===== config.mk =====
export PLATFORM = sky130hd
export DESIGN_NAME = abc_ctrl
export DESIGN_NICKNAME = d
export VERILOG_FILES = /design/src/rtl/abc_pkg.sv /design/src/rtl/abc_stream_if.sv /design/src/rtl/abc_fifo.sv /design/src/rtl/abc_ctrl.sv
export SDC_FILE = /design/constraint.sdc
export NUM_CORES = 1
export LEC_CHECK = 0
export BUFFER_PORTS_ARGS = -buffer_cell sky130_fd_sc_hd__buf_4
export CORE_ASPECT_RATIO = 1.1
export CORE_MARGIN = 2
export CORE_UTILIZATION = 61
export CTS_CLUSTER_SIZE = 16
export DETAILED_ROUTE_END_ITERATION = 10
export PLACE_DENSITY = 0.88
export SYNTH_ARGS = -nofsm -noshare
export SYNTH_HDL_FRONTEND = slang
export SYNTH_HIERARCHICAL = 1
export SYNTH_SLANG_ARGS = --single-unit

===== constraint.sdc =====
create_clock -name clk_in -period 3.6 [get_ports clk_in]
set_input_delay 0.72 -clock clk_in [delete_from_list [all_inputs] [get_ports clk_in]]
set_output_delay 0.72 -clock clk_in [all_outputs]
set_load 0.005 [all_outputs]

===== src/rtl/abc_pkg.sv =====
// Package with timing constants and state encodings for the converter bus controller
package abc_pkg;
   localparam int unsigned CLK_PERIOD_NS   = 50;
   localparam int unsigned WR_PULSE_NS     = 250;
   localparam int unsigned EARLY_READ_NS   = 250;
   localparam int unsigned TIMEOUT_NS      = 380;
   localparam int unsigned RD_ACCESS_NS    = 150;
   localparam int unsigned GAP_NS          = 350;
   localparam int unsigned WAIT_LIMIT_NS   = 2000;
   localparam int unsigned WR_PULSE_CYC    = (WR_PULSE_NS + CLK_PERIOD_NS - 1) / CLK_PERIOD_NS;
   localparam int unsigned EARLY_READ_CYC  = (EARLY_READ_NS + CLK_PERIOD_NS - 1) / CLK_PERIOD_NS;
   localparam int unsigned TIMEOUT_CYC     = (TIMEOUT_NS + CLK_PERIOD_NS - 1) / CLK_PERIOD_NS;
   localparam int unsigned RD_ACCESS_CYC   = (RD_ACCESS_NS + CLK_PERIOD_NS - 1) / CLK_PERIOD_NS;
   localparam int unsigned GAP_CYC         = (GAP_NS + CLK_PERIOD_NS - 1) / CLK_PERIOD_NS;
   localparam int unsigned WAIT_LIMIT_CYC  = WAIT_LIMIT_NS / CLK_PERIOD_NS;
   localparam int unsigned CNT_W           = 8;
   localparam int unsigned DATA_W          = 8;
   localparam int unsigned FIFO_DEPTH      = 16;
   localparam logic        MODE_RD         = 1'b0;
   localparam logic        MODE_WR_RD      = 1'b1;
   localparam logic [7:0]  BIPOLAR_FLIP    = 8'h80;

   typedef enum logic [2:0]
   {
      ST_IDLE   = 3'b000,
      ST_WRITE  = 3'b001,
      ST_WAIT   = 3'b010,
      ST_READ   = 3'b011,
      ST_RDWAIT = 3'b100,
      ST_PUSH   = 3'b101,
      ST_GAP    = 3'b110
   } abc_state_t;
endpackage : abc_pkg


===== src/rtl/abc_stream_if.sv =====
// Interface carrying result words from the controller into the FIFO
`timescale 1ns/1ps
interface abc_stream_if #(parameter int unsigned W = 8);
   logic         valid;
   logic         ready;
   logic [W-1:0] data;
   modport src (output valid, output data, input ready);
   modport dst (input valid, input data, output ready);
endinterface : abc_stream_if


===== src/rtl/abc_fifo.sv =====
// Result FIFO with valid and ready on both sides
`timescale 1ns/1ps
module abc_fifo #(
   parameter int unsigned WIDTH = 8,
   parameter int unsigned DEPTH = 16
)(
   // Clock and reset
   input  wire logic             clk_in,
   input  wire logic             rst_n_in,
   // Write side
   abc_stream_if.dst             wr,
   // Read side
   output logic                  rd_valid_out,
   input  wire logic             rd_ready_in,
   output logic [WIDTH-1:0]      rd_data_out
);
   localparam int unsigned AW = $clog2(DEPTH);
   logic [WIDTH-1:0] mem_q [DEPTH];
   logic [AW:0]      wp_q;
   logic [AW:0]      rp_q;
   logic [AW+1:0]    fill;
   logic             full;
   logic             empty;
   logic             do_wr;
   logic             do_rd;

   // Output register counts as a slot, so no more than DEPTH words are held
   assign fill         = {1'b0, wp_q - rp_q} + {{(AW+1){1'b0}}, rd_valid_out};
   assign full         = (fill >= DEPTH[AW+1:0]);
   assign empty        = (wp_q == rp_q);
   assign wr.ready     = !full;
   assign do_wr        = wr.valid && !full;
   assign do_rd        = rd_valid_out && rd_ready_in;

   always_ff @(posedge clk_in)
   begin
      if (do_wr)
         mem_q[wp_q[AW-1:0]] <= wr.data;
   end

   always_ff @(posedge clk_in or negedge rst_n_in)
   begin
      if (!rst_n_in)
         wp_q <= '0;
      else if (do_wr)
         wp_q <= wp_q + 1'b1;
   end

   // Registered read stage
   always_ff @(posedge clk_in or negedge rst_n_in)
   begin
      if (!rst_n_in)
      begin
         rp_q         <= '0;
         rd_valid_out <= 1'b0;
         rd_data_out  <= '0;
      end
      else if (!empty && (!rd_valid_out || do_rd))
      begin
         rd_data_out  <= mem_q[rp_q[AW-1:0]];
         rd_valid_out <= 1'b1;
         rp_q         <= rp_q + 1'b1;
      end
      else if (do_rd)
         rd_valid_out <= 1'b0;
   end
endmodule : abc_fifo


===== src/rtl/abc_ctrl.sv =====
// Bus master that drives an 8-bit sampling converter through its strobes
`timescale 1ns/1ps
// Behaviour
// - Mode pin low: start conversion by lowering select and read together.
// - Read-started mode: hold select and read low until the result appears; the code releases them after 2000 ns if it has not.
// - Master uses the wait output to stretch its read cycle.
// - Mode pin high: shared pin is start strobe; conversion starts on its rise.
// - Early read: ignore flag, lower read 250 ns after strobe rises.
// - Leave at least 350 ns between successive conversions.
module abc_ctrl
   import abc_pkg::*;
#(
   parameter int unsigned FIFO_D = FIFO_DEPTH
)(
   // Clock and reset
   input  wire logic              clk_in,
   input  wire logic              rst_n_in,
   // Control
   input  wire logic              start_in,
   input  wire logic              mode_in,
   input  wire logic              early_read_in,
   input  wire logic              bipolar_in,
   output logic                   busy_out,
   output logic                   timeout_err_out,
   // Converter pins
   output logic                   cs_n_out,
   output logic                   rd_n_out,
   output logic                   mode_out,
   input  wire logic              strobe_pin_in,
   output logic                   strobe_pin_out,
   output logic                   strobe_pin_oe_n_out,
   input  wire logic              done_n_in,
   input  wire logic [DATA_W-1:0] result_bus_in,
   // Result stream
   output logic                   res_valid_out,
   input  wire logic              res_ready_in,
   output logic [DATA_W-1:0]      res_data_out
);
   abc_state_t        state_q;
   abc_state_t        state_d;
   logic [CNT_W-1:0]  cnt_q;
   logic              cnt_clr;
   logic              mode_q;
   logic              early_q;
   logic              bip_q;
   logic [DATA_W-1:0] word_q;
   logic              err_q;
   logic              wait_low;
   logic              ready_now;

   abc_stream_if #(.W(DATA_W)) push_if ();

   // Wait line reads low only while the converter holds it; released reads high
   assign wait_low = (mode_q == MODE_RD) && !strobe_pin_in;

   // Converter is ready to be read in this cycle
   always_comb
   begin
      ready_now = 1'b0;
      if (mode_q == MODE_RD)
         ready_now = !wait_low && (cnt_q >= CNT_W'(RD_ACCESS_CYC));
      else if (early_q)
         ready_now = (cnt_q >= CNT_W'(RD_ACCESS_CYC));
      else
         ready_now = (cnt_q >= CNT_W'(RD_ACCESS_CYC)) && !done_n_in;
   end

   always_comb
   begin
      state_d = state_q;
      cnt_clr = 1'b0;
      case (state_q)
         ST_IDLE:
            if (start_in && push_if.ready)
            begin
               cnt_clr = 1'b1;
               state_d = (mode_in == MODE_RD) ? ST_RDWAIT : ST_WRITE;
            end
         ST_WRITE:
            if (cnt_q >= CNT_W'(WR_PULSE_CYC - 1))
            begin
               cnt_clr = 1'b1;
               state_d = ST_WAIT;
            end
         ST_WAIT:
            if (early_q && cnt_q >= CNT_W'(EARLY_READ_CYC - 1))
            begin
               cnt_clr = 1'b1;
               state_d = ST_READ;
            end
            else if (!early_q && !done_n_in)
            begin
               cnt_clr = 1'b1;
               state_d = ST_READ;
            end
            else if (cnt_q >= CNT_W'(WAIT_LIMIT_CYC))
            begin
               cnt_clr = 1'b1;
               state_d = ST_GAP;
            end
         ST_READ, ST_RDWAIT:
            if (ready_now)
            begin
               cnt_clr = 1'b1;
               state_d = ST_PUSH;
            end
            else if (cnt_q >= CNT_W'(WAIT_LIMIT_CYC))
            begin
               cnt_clr = 1'b1;
               state_d = ST_GAP;
            end
         ST_PUSH:
         begin
            cnt_clr = 1'b1;
            state_d = ST_GAP;
         end
         ST_GAP:
            if (cnt_q >= CNT_W'(GAP_CYC - 1))
            begin
               cnt_clr = 1'b1;
               state_d = ST_IDLE;
            end
         default:
         begin
            cnt_clr = 1'b1;
            state_d = ST_IDLE;
         end
      endcase
   end

   always_ff @(posedge clk_in or negedge rst_n_in)
   begin
      if (!rst_n_in)
         state_q <= ST_IDLE;
      else
         state_q <= state_d;
   end

   always_ff @(posedge clk_in or negedge rst_n_in)
   begin
      if (!rst_n_in)
         cnt_q <= '0;
      else if (cnt_clr)
         cnt_q <= '0;
      else if (cnt_q != '1)
         cnt_q <= cnt_q + 1'b1;
   end

   // Configuration captured at start of each conversion
   always_ff @(posedge clk_in or negedge rst_n_in)
   begin
      if (!rst_n_in)
      begin
         mode_q  <= MODE_RD;
         early_q <= 1'b0;
         bip_q   <= 1'b0;
      end
      else if (state_q == ST_IDLE && start_in)
      begin
         mode_q  <= mode_in;
         early_q <= early_read_in;
         bip_q   <= bipolar_in;
      end
   end

   // Result latched; bipolar offset binary turned to two's complement
   always_ff @(posedge clk_in or negedge rst_n_in)
   begin
      if (!rst_n_in)
         word_q <= '0;
      else if ((state_q == ST_READ || state_q == ST_RDWAIT) && ready_now)
         word_q <= bip_q ? (result_bus_in ^ BIPOLAR_FLIP) : result_bus_in;
   end

   always_ff @(posedge clk_in or negedge rst_n_in)
   begin
      if (!rst_n_in)
         err_q <= 1'b0;
      else if (state_q == ST_IDLE && start_in)
         err_q <= 1'b0;
      else if (state_d == ST_GAP && state_q != ST_PUSH && state_q != ST_GAP)
         err_q <= 1'b1;
   end

   // Pin drive: strobes high except in the access phases
   always_ff @(posedge clk_in or negedge rst_n_in)
   begin
      if (!rst_n_in)
      begin
         cs_n_out <= 1'b1;
         rd_n_out <= 1'b1;
      end
      else
      begin
         cs_n_out <= !(state_d == ST_WRITE || state_d == ST_WAIT
                       || state_d == ST_READ || state_d == ST_RDWAIT);
         rd_n_out <= !(state_d == ST_READ || state_d == ST_RDWAIT);
      end
   end

   // Shared pin driven as start strobe only in write-started mode
   assign mode_out            = mode_q;
   assign strobe_pin_out      = (state_q != ST_WRITE);
   assign strobe_pin_oe_n_out = (mode_q == MODE_RD);

   assign push_if.valid = (state_q == ST_PUSH);
   assign push_if.data  = word_q;

   assign busy_out        = (state_q != ST_IDLE);
   assign timeout_err_out = err_q;

   abc_fifo #(
      .WIDTH(DATA_W),
      .DEPTH(FIFO_D)
   ) u_fifo (
      .clk_in      (clk_in),
      .rst_n_in    (rst_n_in),
      .wr          (push_if),
      .rd_valid_out(res_valid_out),
      .rd_ready_in (res_ready_in),
      .rd_data_out (res_data_out)
   );
endmodule : abc_ctrl


After elaboration in Yosys (flattened, before gate mapping)
Memory sizes are Yosys's and may differ from the RTL's. A register that Yosys moved wholly into a read port is not among the register bits. Cells that the tools add are included.

Bits of input ports: 17. Word-level logic and storage cells: 104. Memory bits (writable): 128. Memories: 1. Bits in registers: 36. Latch bits: 0. Output and inout bits: 16. ROM bits: 0.

Div/mod/pow operators: 0. $add $sub $neg: 5. Shift operators: 0. Magnitude comparators: 5. Equality and inequality tests: 16. Multipliers: 0. Muxes and demuxes: 28. Reductions and logical operators: 35. Bitwise logic cells: 2.

Memory list: u_fifo.mem_q (words 16, bits a word 8, read ports 1, clocked after memory_dff 1, wr ports 1, line abc_fifo.sv:18) `logic [WIDTH-1:0] mem_q [DEPTH];`.

Operator list (count): $mux 3 (8); $mux 8 (3); $pmux 3 s6 (1); $ge 8x3->1 const B (2); $eq 3x3->1 const B (5); $mux 1 (15); $logic_and 1x1->1 (13); $eq 3x2->1 const B (4); $add 5x1->5 const B (2); $logic_not 1->1 (10); $add 8x1->8 const B (1); $ge 8x2->1 const B (1); $ge 8x6->1 const B (1); $ne 8x8->1 const B (1); $add 5x1->6 (1); $eq 3x1->1 const B (2); $ge 6x5->1 const B (1); $logic_or 1x1->1 (6); $ne 3x3->1 const B (2); $reduce_bool 2->1 (3); $eq 5x5->1 (1); $pmux 1 s5 (1); $sub 5x5->5 (1); $logic_not 3->1 (1); 4 further kinds (5).

Depth between registers and ports, before layout
Depth in word-level cells: 12. Mapped depth: 13.

Hierarchy
Netlist, hierarchy kept.

Modules (own cells, without submodules): abc_fifo (area each 5929.4 µm², times used 1, seq. area each 4319.1 µm², cells an instance 315); abc_ctrl (area each 1310.0 µm², times used 1, seq. area each 628.1 µm², cells an instance 127).

Worst setup path before layout
Ideal clock, no wire load.

Kind: register -> register. From: register u_fifo.rp_q[1]. To: register cs_n_out. Arrival: 2.949 ns. Slack: 0.576 ns. Cell stages (with the launch flop): 14. Path buffers: 3. Data required time: 3.525 ns. Path through: dfrtp_1 -> buf_2 -> buf_2 -> buf_2 -> inv_2 -> fa_1 -> a21o_1 -> a21oi_1 -> xnor2_1 -> nor2_1 -> a32o_1 -> or3_4 -> nor2_2 -> xor2_1.

Cells in the longest elaborated chain, start to end: 12. Elaborated cells on any way between the ends: 15. Those cells by class: add/sub: 2; order compare: 1; eq/ne: 4; mux: 2; reduce/logical: 6.

RTL lines: from (decl) (line abc_fifo.sv:20) `logic [AW:0] rp_q;`; from (signal assigned) (line abc_fifo.sv:62) `rp_q <= rp_q + 1'b1;`; $sub 5x5->5 (*) (line abc_fifo.sv:28) `assign fill = {1'b0, wp_q - rp_q} + {{(AW+1){1'b0}}, rd_valid_out};`; $add 5x1->6 (*) (line abc_fifo.sv:28); $ge 6x5->1 (*) (line abc_fifo.sv:29) `assign full = (fill >= DEPTH[AW+1:0]);`; $logic_not 1->1 (*) (line abc_fifo.sv:31) `assign wr.ready = !full;`; via push_if.ready (line abc_stream_if.sv:5) `logic ready;`; $logic_and 1x1->1 (*) (line abc_ctrl.sv:74) `if (start_in && push_if.ready)`; $mux 3 (*) (line abc_ctrl.sv:74); $pmux 3 s6 (*) (line abc_ctrl.sv:72) `case (state_q)`; via state_d[0] (line abc_ctrl.sv:40) `abc_state_t state_d;`; $eq 3x1->1 or $eq 3x2->1 (tied branches) (line abc_ctrl.sv:195) `cs_n_out <= !(state_d == ST_WRITE || state_d == ST_WAIT`; $logic_or 1x1->1 (line abc_ctrl.sv:195); $logic_or 1x1->1 (line abc_ctrl.sv:196) `|| state_d == ST_READ || state_d == ST_RDWAIT);`; $logic_or 1x1->1 (*) (line abc_ctrl.sv:196); $logic_not 1->1 (*) (line abc_ctrl.sv:195); to (signal assigned) (line abc_ctrl.sv:195); to (decl) (line abc_ctrl.sv:26) `output logic cs_n_out,`.

Mark *: on every way through the listed nets, which the timed path passes. The rest lies on a longest branch. A chain may end at the register's enable or synchronous reset.

Final worst setup path
From: register u_fifo.rp_q[2]. To: register cnt_q[2].

Cells in the longest elaborated chain, start to end: 8. Elaborated cells on any way between the ends: 9. Those cells by class: add/sub: 2; order compare: 1; mux: 3; reduce/logical: 3.

RTL lines: $sub 5x5->5 (*) (line abc_fifo.sv:28); $add 5x1->6 (*) (line abc_fifo.sv:28); $ge 6x5->1 (*) (line abc_fifo.sv:29); $logic_not 1->1 (*) (line abc_fifo.sv:31); via push_if.ready (line abc_stream_if.sv:5); $logic_and 1x1->1 (*) (line abc_ctrl.sv:74); $mux 1 (*) (line abc_ctrl.sv:74); $pmux 1 s5 (*) (line abc_ctrl.sv:72); $mux 8 or $reduce_bool 2->1 (tied branches); to (signal assigned) (line abc_ctrl.sv:146) `cnt_q <= cnt_q + 1'b1;`; to (decl) (line abc_ctrl.sv:41) `logic [CNT_W-1:0] cnt_q;`.

Marked as above.

==> results.yml <==
status:
  status: "finished, final reports clean"
sta:
  timing.fmax_ghz: 0.3007
  maxSlewViolCount: 0
  period_needed_ns: 3.326
  hold_violations: 0
  worstMarginPinSlew_ns: 0.8499
  period_share_pct: 92.39
  rsz0062_at_grt: "no"
  setup_viol: 0
  relSlewSlack_pct: 43.13
  finClkSkew_ns: 0.01218
  tns_ns: 0
flow_run:
  cap_violations: 0
worst_hold_path:
  hold_class: "input pin to asynchronous set/reset pin"
clocking:
  cts_tree: "done"
  clk_pin_slew_worst_paths_ns: 0.08
  postCtsSetupBuffers: 0
  insertion_delay_ns: 0.43
  post_cts_resized: 0
  cts_buffer_depth: 2
  clock_sink_count: 172
  numCtsBuffers: 17
  cts_root_buffer: "clkbuf_16"
  cts_hold_buf: 0
  htree_levels: 4
power_and_ir_drop:
  sequentialPowerShare_pct: 42.4
  p_int_mw: 4.661
  p_sw_share_pct: 33.36
  power_mw: 6.994
  power_switching_mw: 2.333
  clkPwrFrac_pct: 28.3
  irDropWorstVdd_uv: 498.0
  p_per_area_mw_per_mm2: 849.4
  leakagePower_nw: 3.080
  power.share.combinational_pct: 29.3
placed_design:
  post-dp-hpwl_um: 9486
  io_buffers: 32
  gp_congestion: 0.9033
  placed_area_mm2: 0.007597
critical_path:
  crit_type: "flop to flop"
  slowest_delay_ns: 0.61
  cp_data_arrival_time_ns: 3.65
  crit_buf_inv: 1
  crit_chain: "inv_2 -> ha_1 -> a21oi_1 -> nand3_1 -> a2111oi_4 -> nor2_1 -> a222oi_1 -> nand3_1 -> a211oi_1"
  cpMostUsedCell: "nand3_1"
  cp_top_family: "compound AO/OA/AOI/OAI gates"
  crit_fanout: 12
  reg2reg_from: "u_fifo/rp_q[2]$_DFFE_PN0P_"
  critPathLaunchType: "flop"
  r2r_cells: 9
  cp_slowest_cell: "dfrtp_1"
  cp.required_ns: 3.92
  endpoint_kind: "flop"
  regToRegEndpoint: "cnt_q[2]$_DFFE_PN0P_"
  rrSetupSlack_ns: 0.27
floorplanning:
  core_area_mm2: 0.01154
  io_pins: 33
  rows: 41
  dieArea_mm2: 0.01276
  fp.dieH_um: 118.3
  die_w_um: 107.9
  floorplan.initialDensity_pct: 62.72
logic_synthesis:
  synth-edff-count: 128
  yosys_warnings: 6
  synth.net_count: 471
  synth_xor_area_share_pct: 1.936
  synth-async-reset-ratio_pct: 25.58
  synth_cell_types: 54
  seq_area_frac_synth_pct: 68.34
  synth_cells: 442
  yosys_register_bits: 172
  synth_ff_type: "edfxtp_1"
  synth.area.mux_share_pct: 11.51
  synth_top_family_by_area: "multiplexers"
  netlist_area_mm2: 0.007239
  synth_compound_gate_area_share_pct: 5.168
  syn_area_per_cell_um2: 16.38
  synthAdderAreaFrac_pct: 2.178
  synth_simple_gate_area_share_pct: 8.693
grt:
  grt_first_pass_wirelength_um: 25770
  grt_pass1_vias: 4403
  grt_max_degree: 45
  antenna_found_initial: 0
  grt.overflow.total: 0
  grt.total_usage_pct: 27.73
route:
  drtAntennaViolNets: 0
  drt-wirelength-per-cell_um: 25.21
  drc: 0
  routed_via_density: 6.691
  drt_iter0_drc: 577
  firstDrtPassIters: 7
  dr_total_vias: 4316
  wirelength_um: 16260
cells_and_area:
  fin_area_mm2: 0.008234
  final_cell_mix: "128 x edfxtp_1, 41 x dfrtp_1, 37 x buf_4"
  nFillCells: 676
  final_common_cell: "edfxtp_1"
  area_growth_pct: 13.74
  n_antenna_cell: 0
  fin_nets: 511
  drive_above_1_share_pct: 25.25
synth_stat cells, types with 2 or more instances:
master,n,area share (%)
and3_1,14,1.2
inv_1,11,0.57
buf_4,2,0.21
xnor2_1,9,1.1
nand3_1,7,0.48
mux4_2,32,10
a21o_1,3,0.31
nand4_1,3,0.26
a31oi_1,3,0.26
buf_6,5,0.78
a222oi_1,9,1.2
dfstp_2,2,0.73
dfrtp_1,42,15
buf_2,3,0.21
o21ai_1,2,0.14
nand2_1,34,1.8
inv_2,2,0.10
xor2_1,7,0.85
nor3_1,3,0.21
nand3b_1,2,0.21
clkbuf_1,5,0.26
edfxtp_1,128,53
nor2_1,26,1.3
and2_1,8,0.69
a211oi_1,2,0.21
ha_1,11,1.9
mux2_2,9,1.4
nor3b_1,2,0.21
nor2b_1,5,0.43
o21ai_0,9,0.62
a21oi_1,19,1.3
how the worst max path moves through the flow:
stage	startpoint	to	slack (ns)	cells after the start
after floorplan	u_fifo/rp_q[1]$_DFFE_PN0P_	cs_n_out$_DFF_PN1_	0.58	13
after global placement	u_fifo/wp_q[0]$_DFFE_PN0P_	u_fifo/mem_q[7][5]$_DFFE_PP_	0.66	9
after detailed placement	u_fifo/rp_q[2]$_DFFE_PN0P_	cnt_q[2]$_DFFE_PN0P_	0.42	9
after CTS	u_fifo/rp_q[2]$_DFFE_PN0P_	cnt_q[2]$_DFFE_PN0P_	0.34	9
after global routing	u_fifo/rp_q[2]$_DFFE_PN0P_	cnt_q[2]$_DFFE_PN0P_	0.02	9
final	u_fifo/rp_q[2]$_DFFE_PN0P_	cnt_q[2]$_DFFE_PN0P_	0.27	9
cell families after synthesis:
logic type	after synthesis
AOI/OAI and AO/OA	54
xor gates and xnor gates	16
adders and majority gates	12
buffers and inverters	29
DFF	172
muxes	42
and+or+nand+nor	117
metal layers:
| metal | vias to the layer above | global-route usage [%] | part of all wire (%) |
|---|---|---|---|
| li1 | 1794 | - | - |
| met2 | 315 | 45.60 | 51 |
| met3 | 53 | 6.122 | 8.4 |
| met4 | 0 | 10.26 | 3.6 |
| met5 | - | 0 | 0 |
| met1 | 2154 | 36.44 | 37 |
power groups by stage:
stage / Clock [mW] / Sequential [mW] / Combinational, mW
finish: 1.98 / 2.96 / 2.05
CTS: 1.99 / 2.96 / 2.03
floorplan: 0 / 2.82 / 1.47
global route: 2.07 / 3.01 / 2.21
detailed placement: 0 / 3.00 / 1.96
global placement: 0 / 2.96 / 1.89
sequential cells by signal, summed over array words and instances, names as in the netlist, 3 cells and up:
signal and count:
state_q 3, push_if.data 8, u_fifo/rd_data_out 8, u_fifo/rp_q 5, cnt_q 8, u_fifo/mem_q 128
u_fifo/wp_q 5
through the flow:
step / cells / hold WS, ns / setup slack (ns) / utilization [%]
3_3_place_gp: 613 / 0.4651 / 0.6561 / 65.82
5_1_grt: 645 / 0.3465 / 0.01505 / 71.34
4_1_cts: 645 / 0.3126 / 0.3450 / 71.34
3_5_place_dp: 613 / 0.4757 / 0.4234 / 65.82
2_1_floorplan: 442 / 0.4244 / 0.5761 / -
6_report: 645 / 0.2873 / 0.2740 / 71.34
layout make-up:
class,instances,area (µm²),share of cell area [%]
well taps,150,187.7,2.279
clock inverters,14,207.7,2.522
flip-flops and latches,172,4949,60.10
repair buffers,37,277.8,3.373
inverters,13,48.80,0.5926
clock buffers,18,429.2,5.212
multi-input cells,241,2135,25.92
Power figures use the tool's default switching activity.
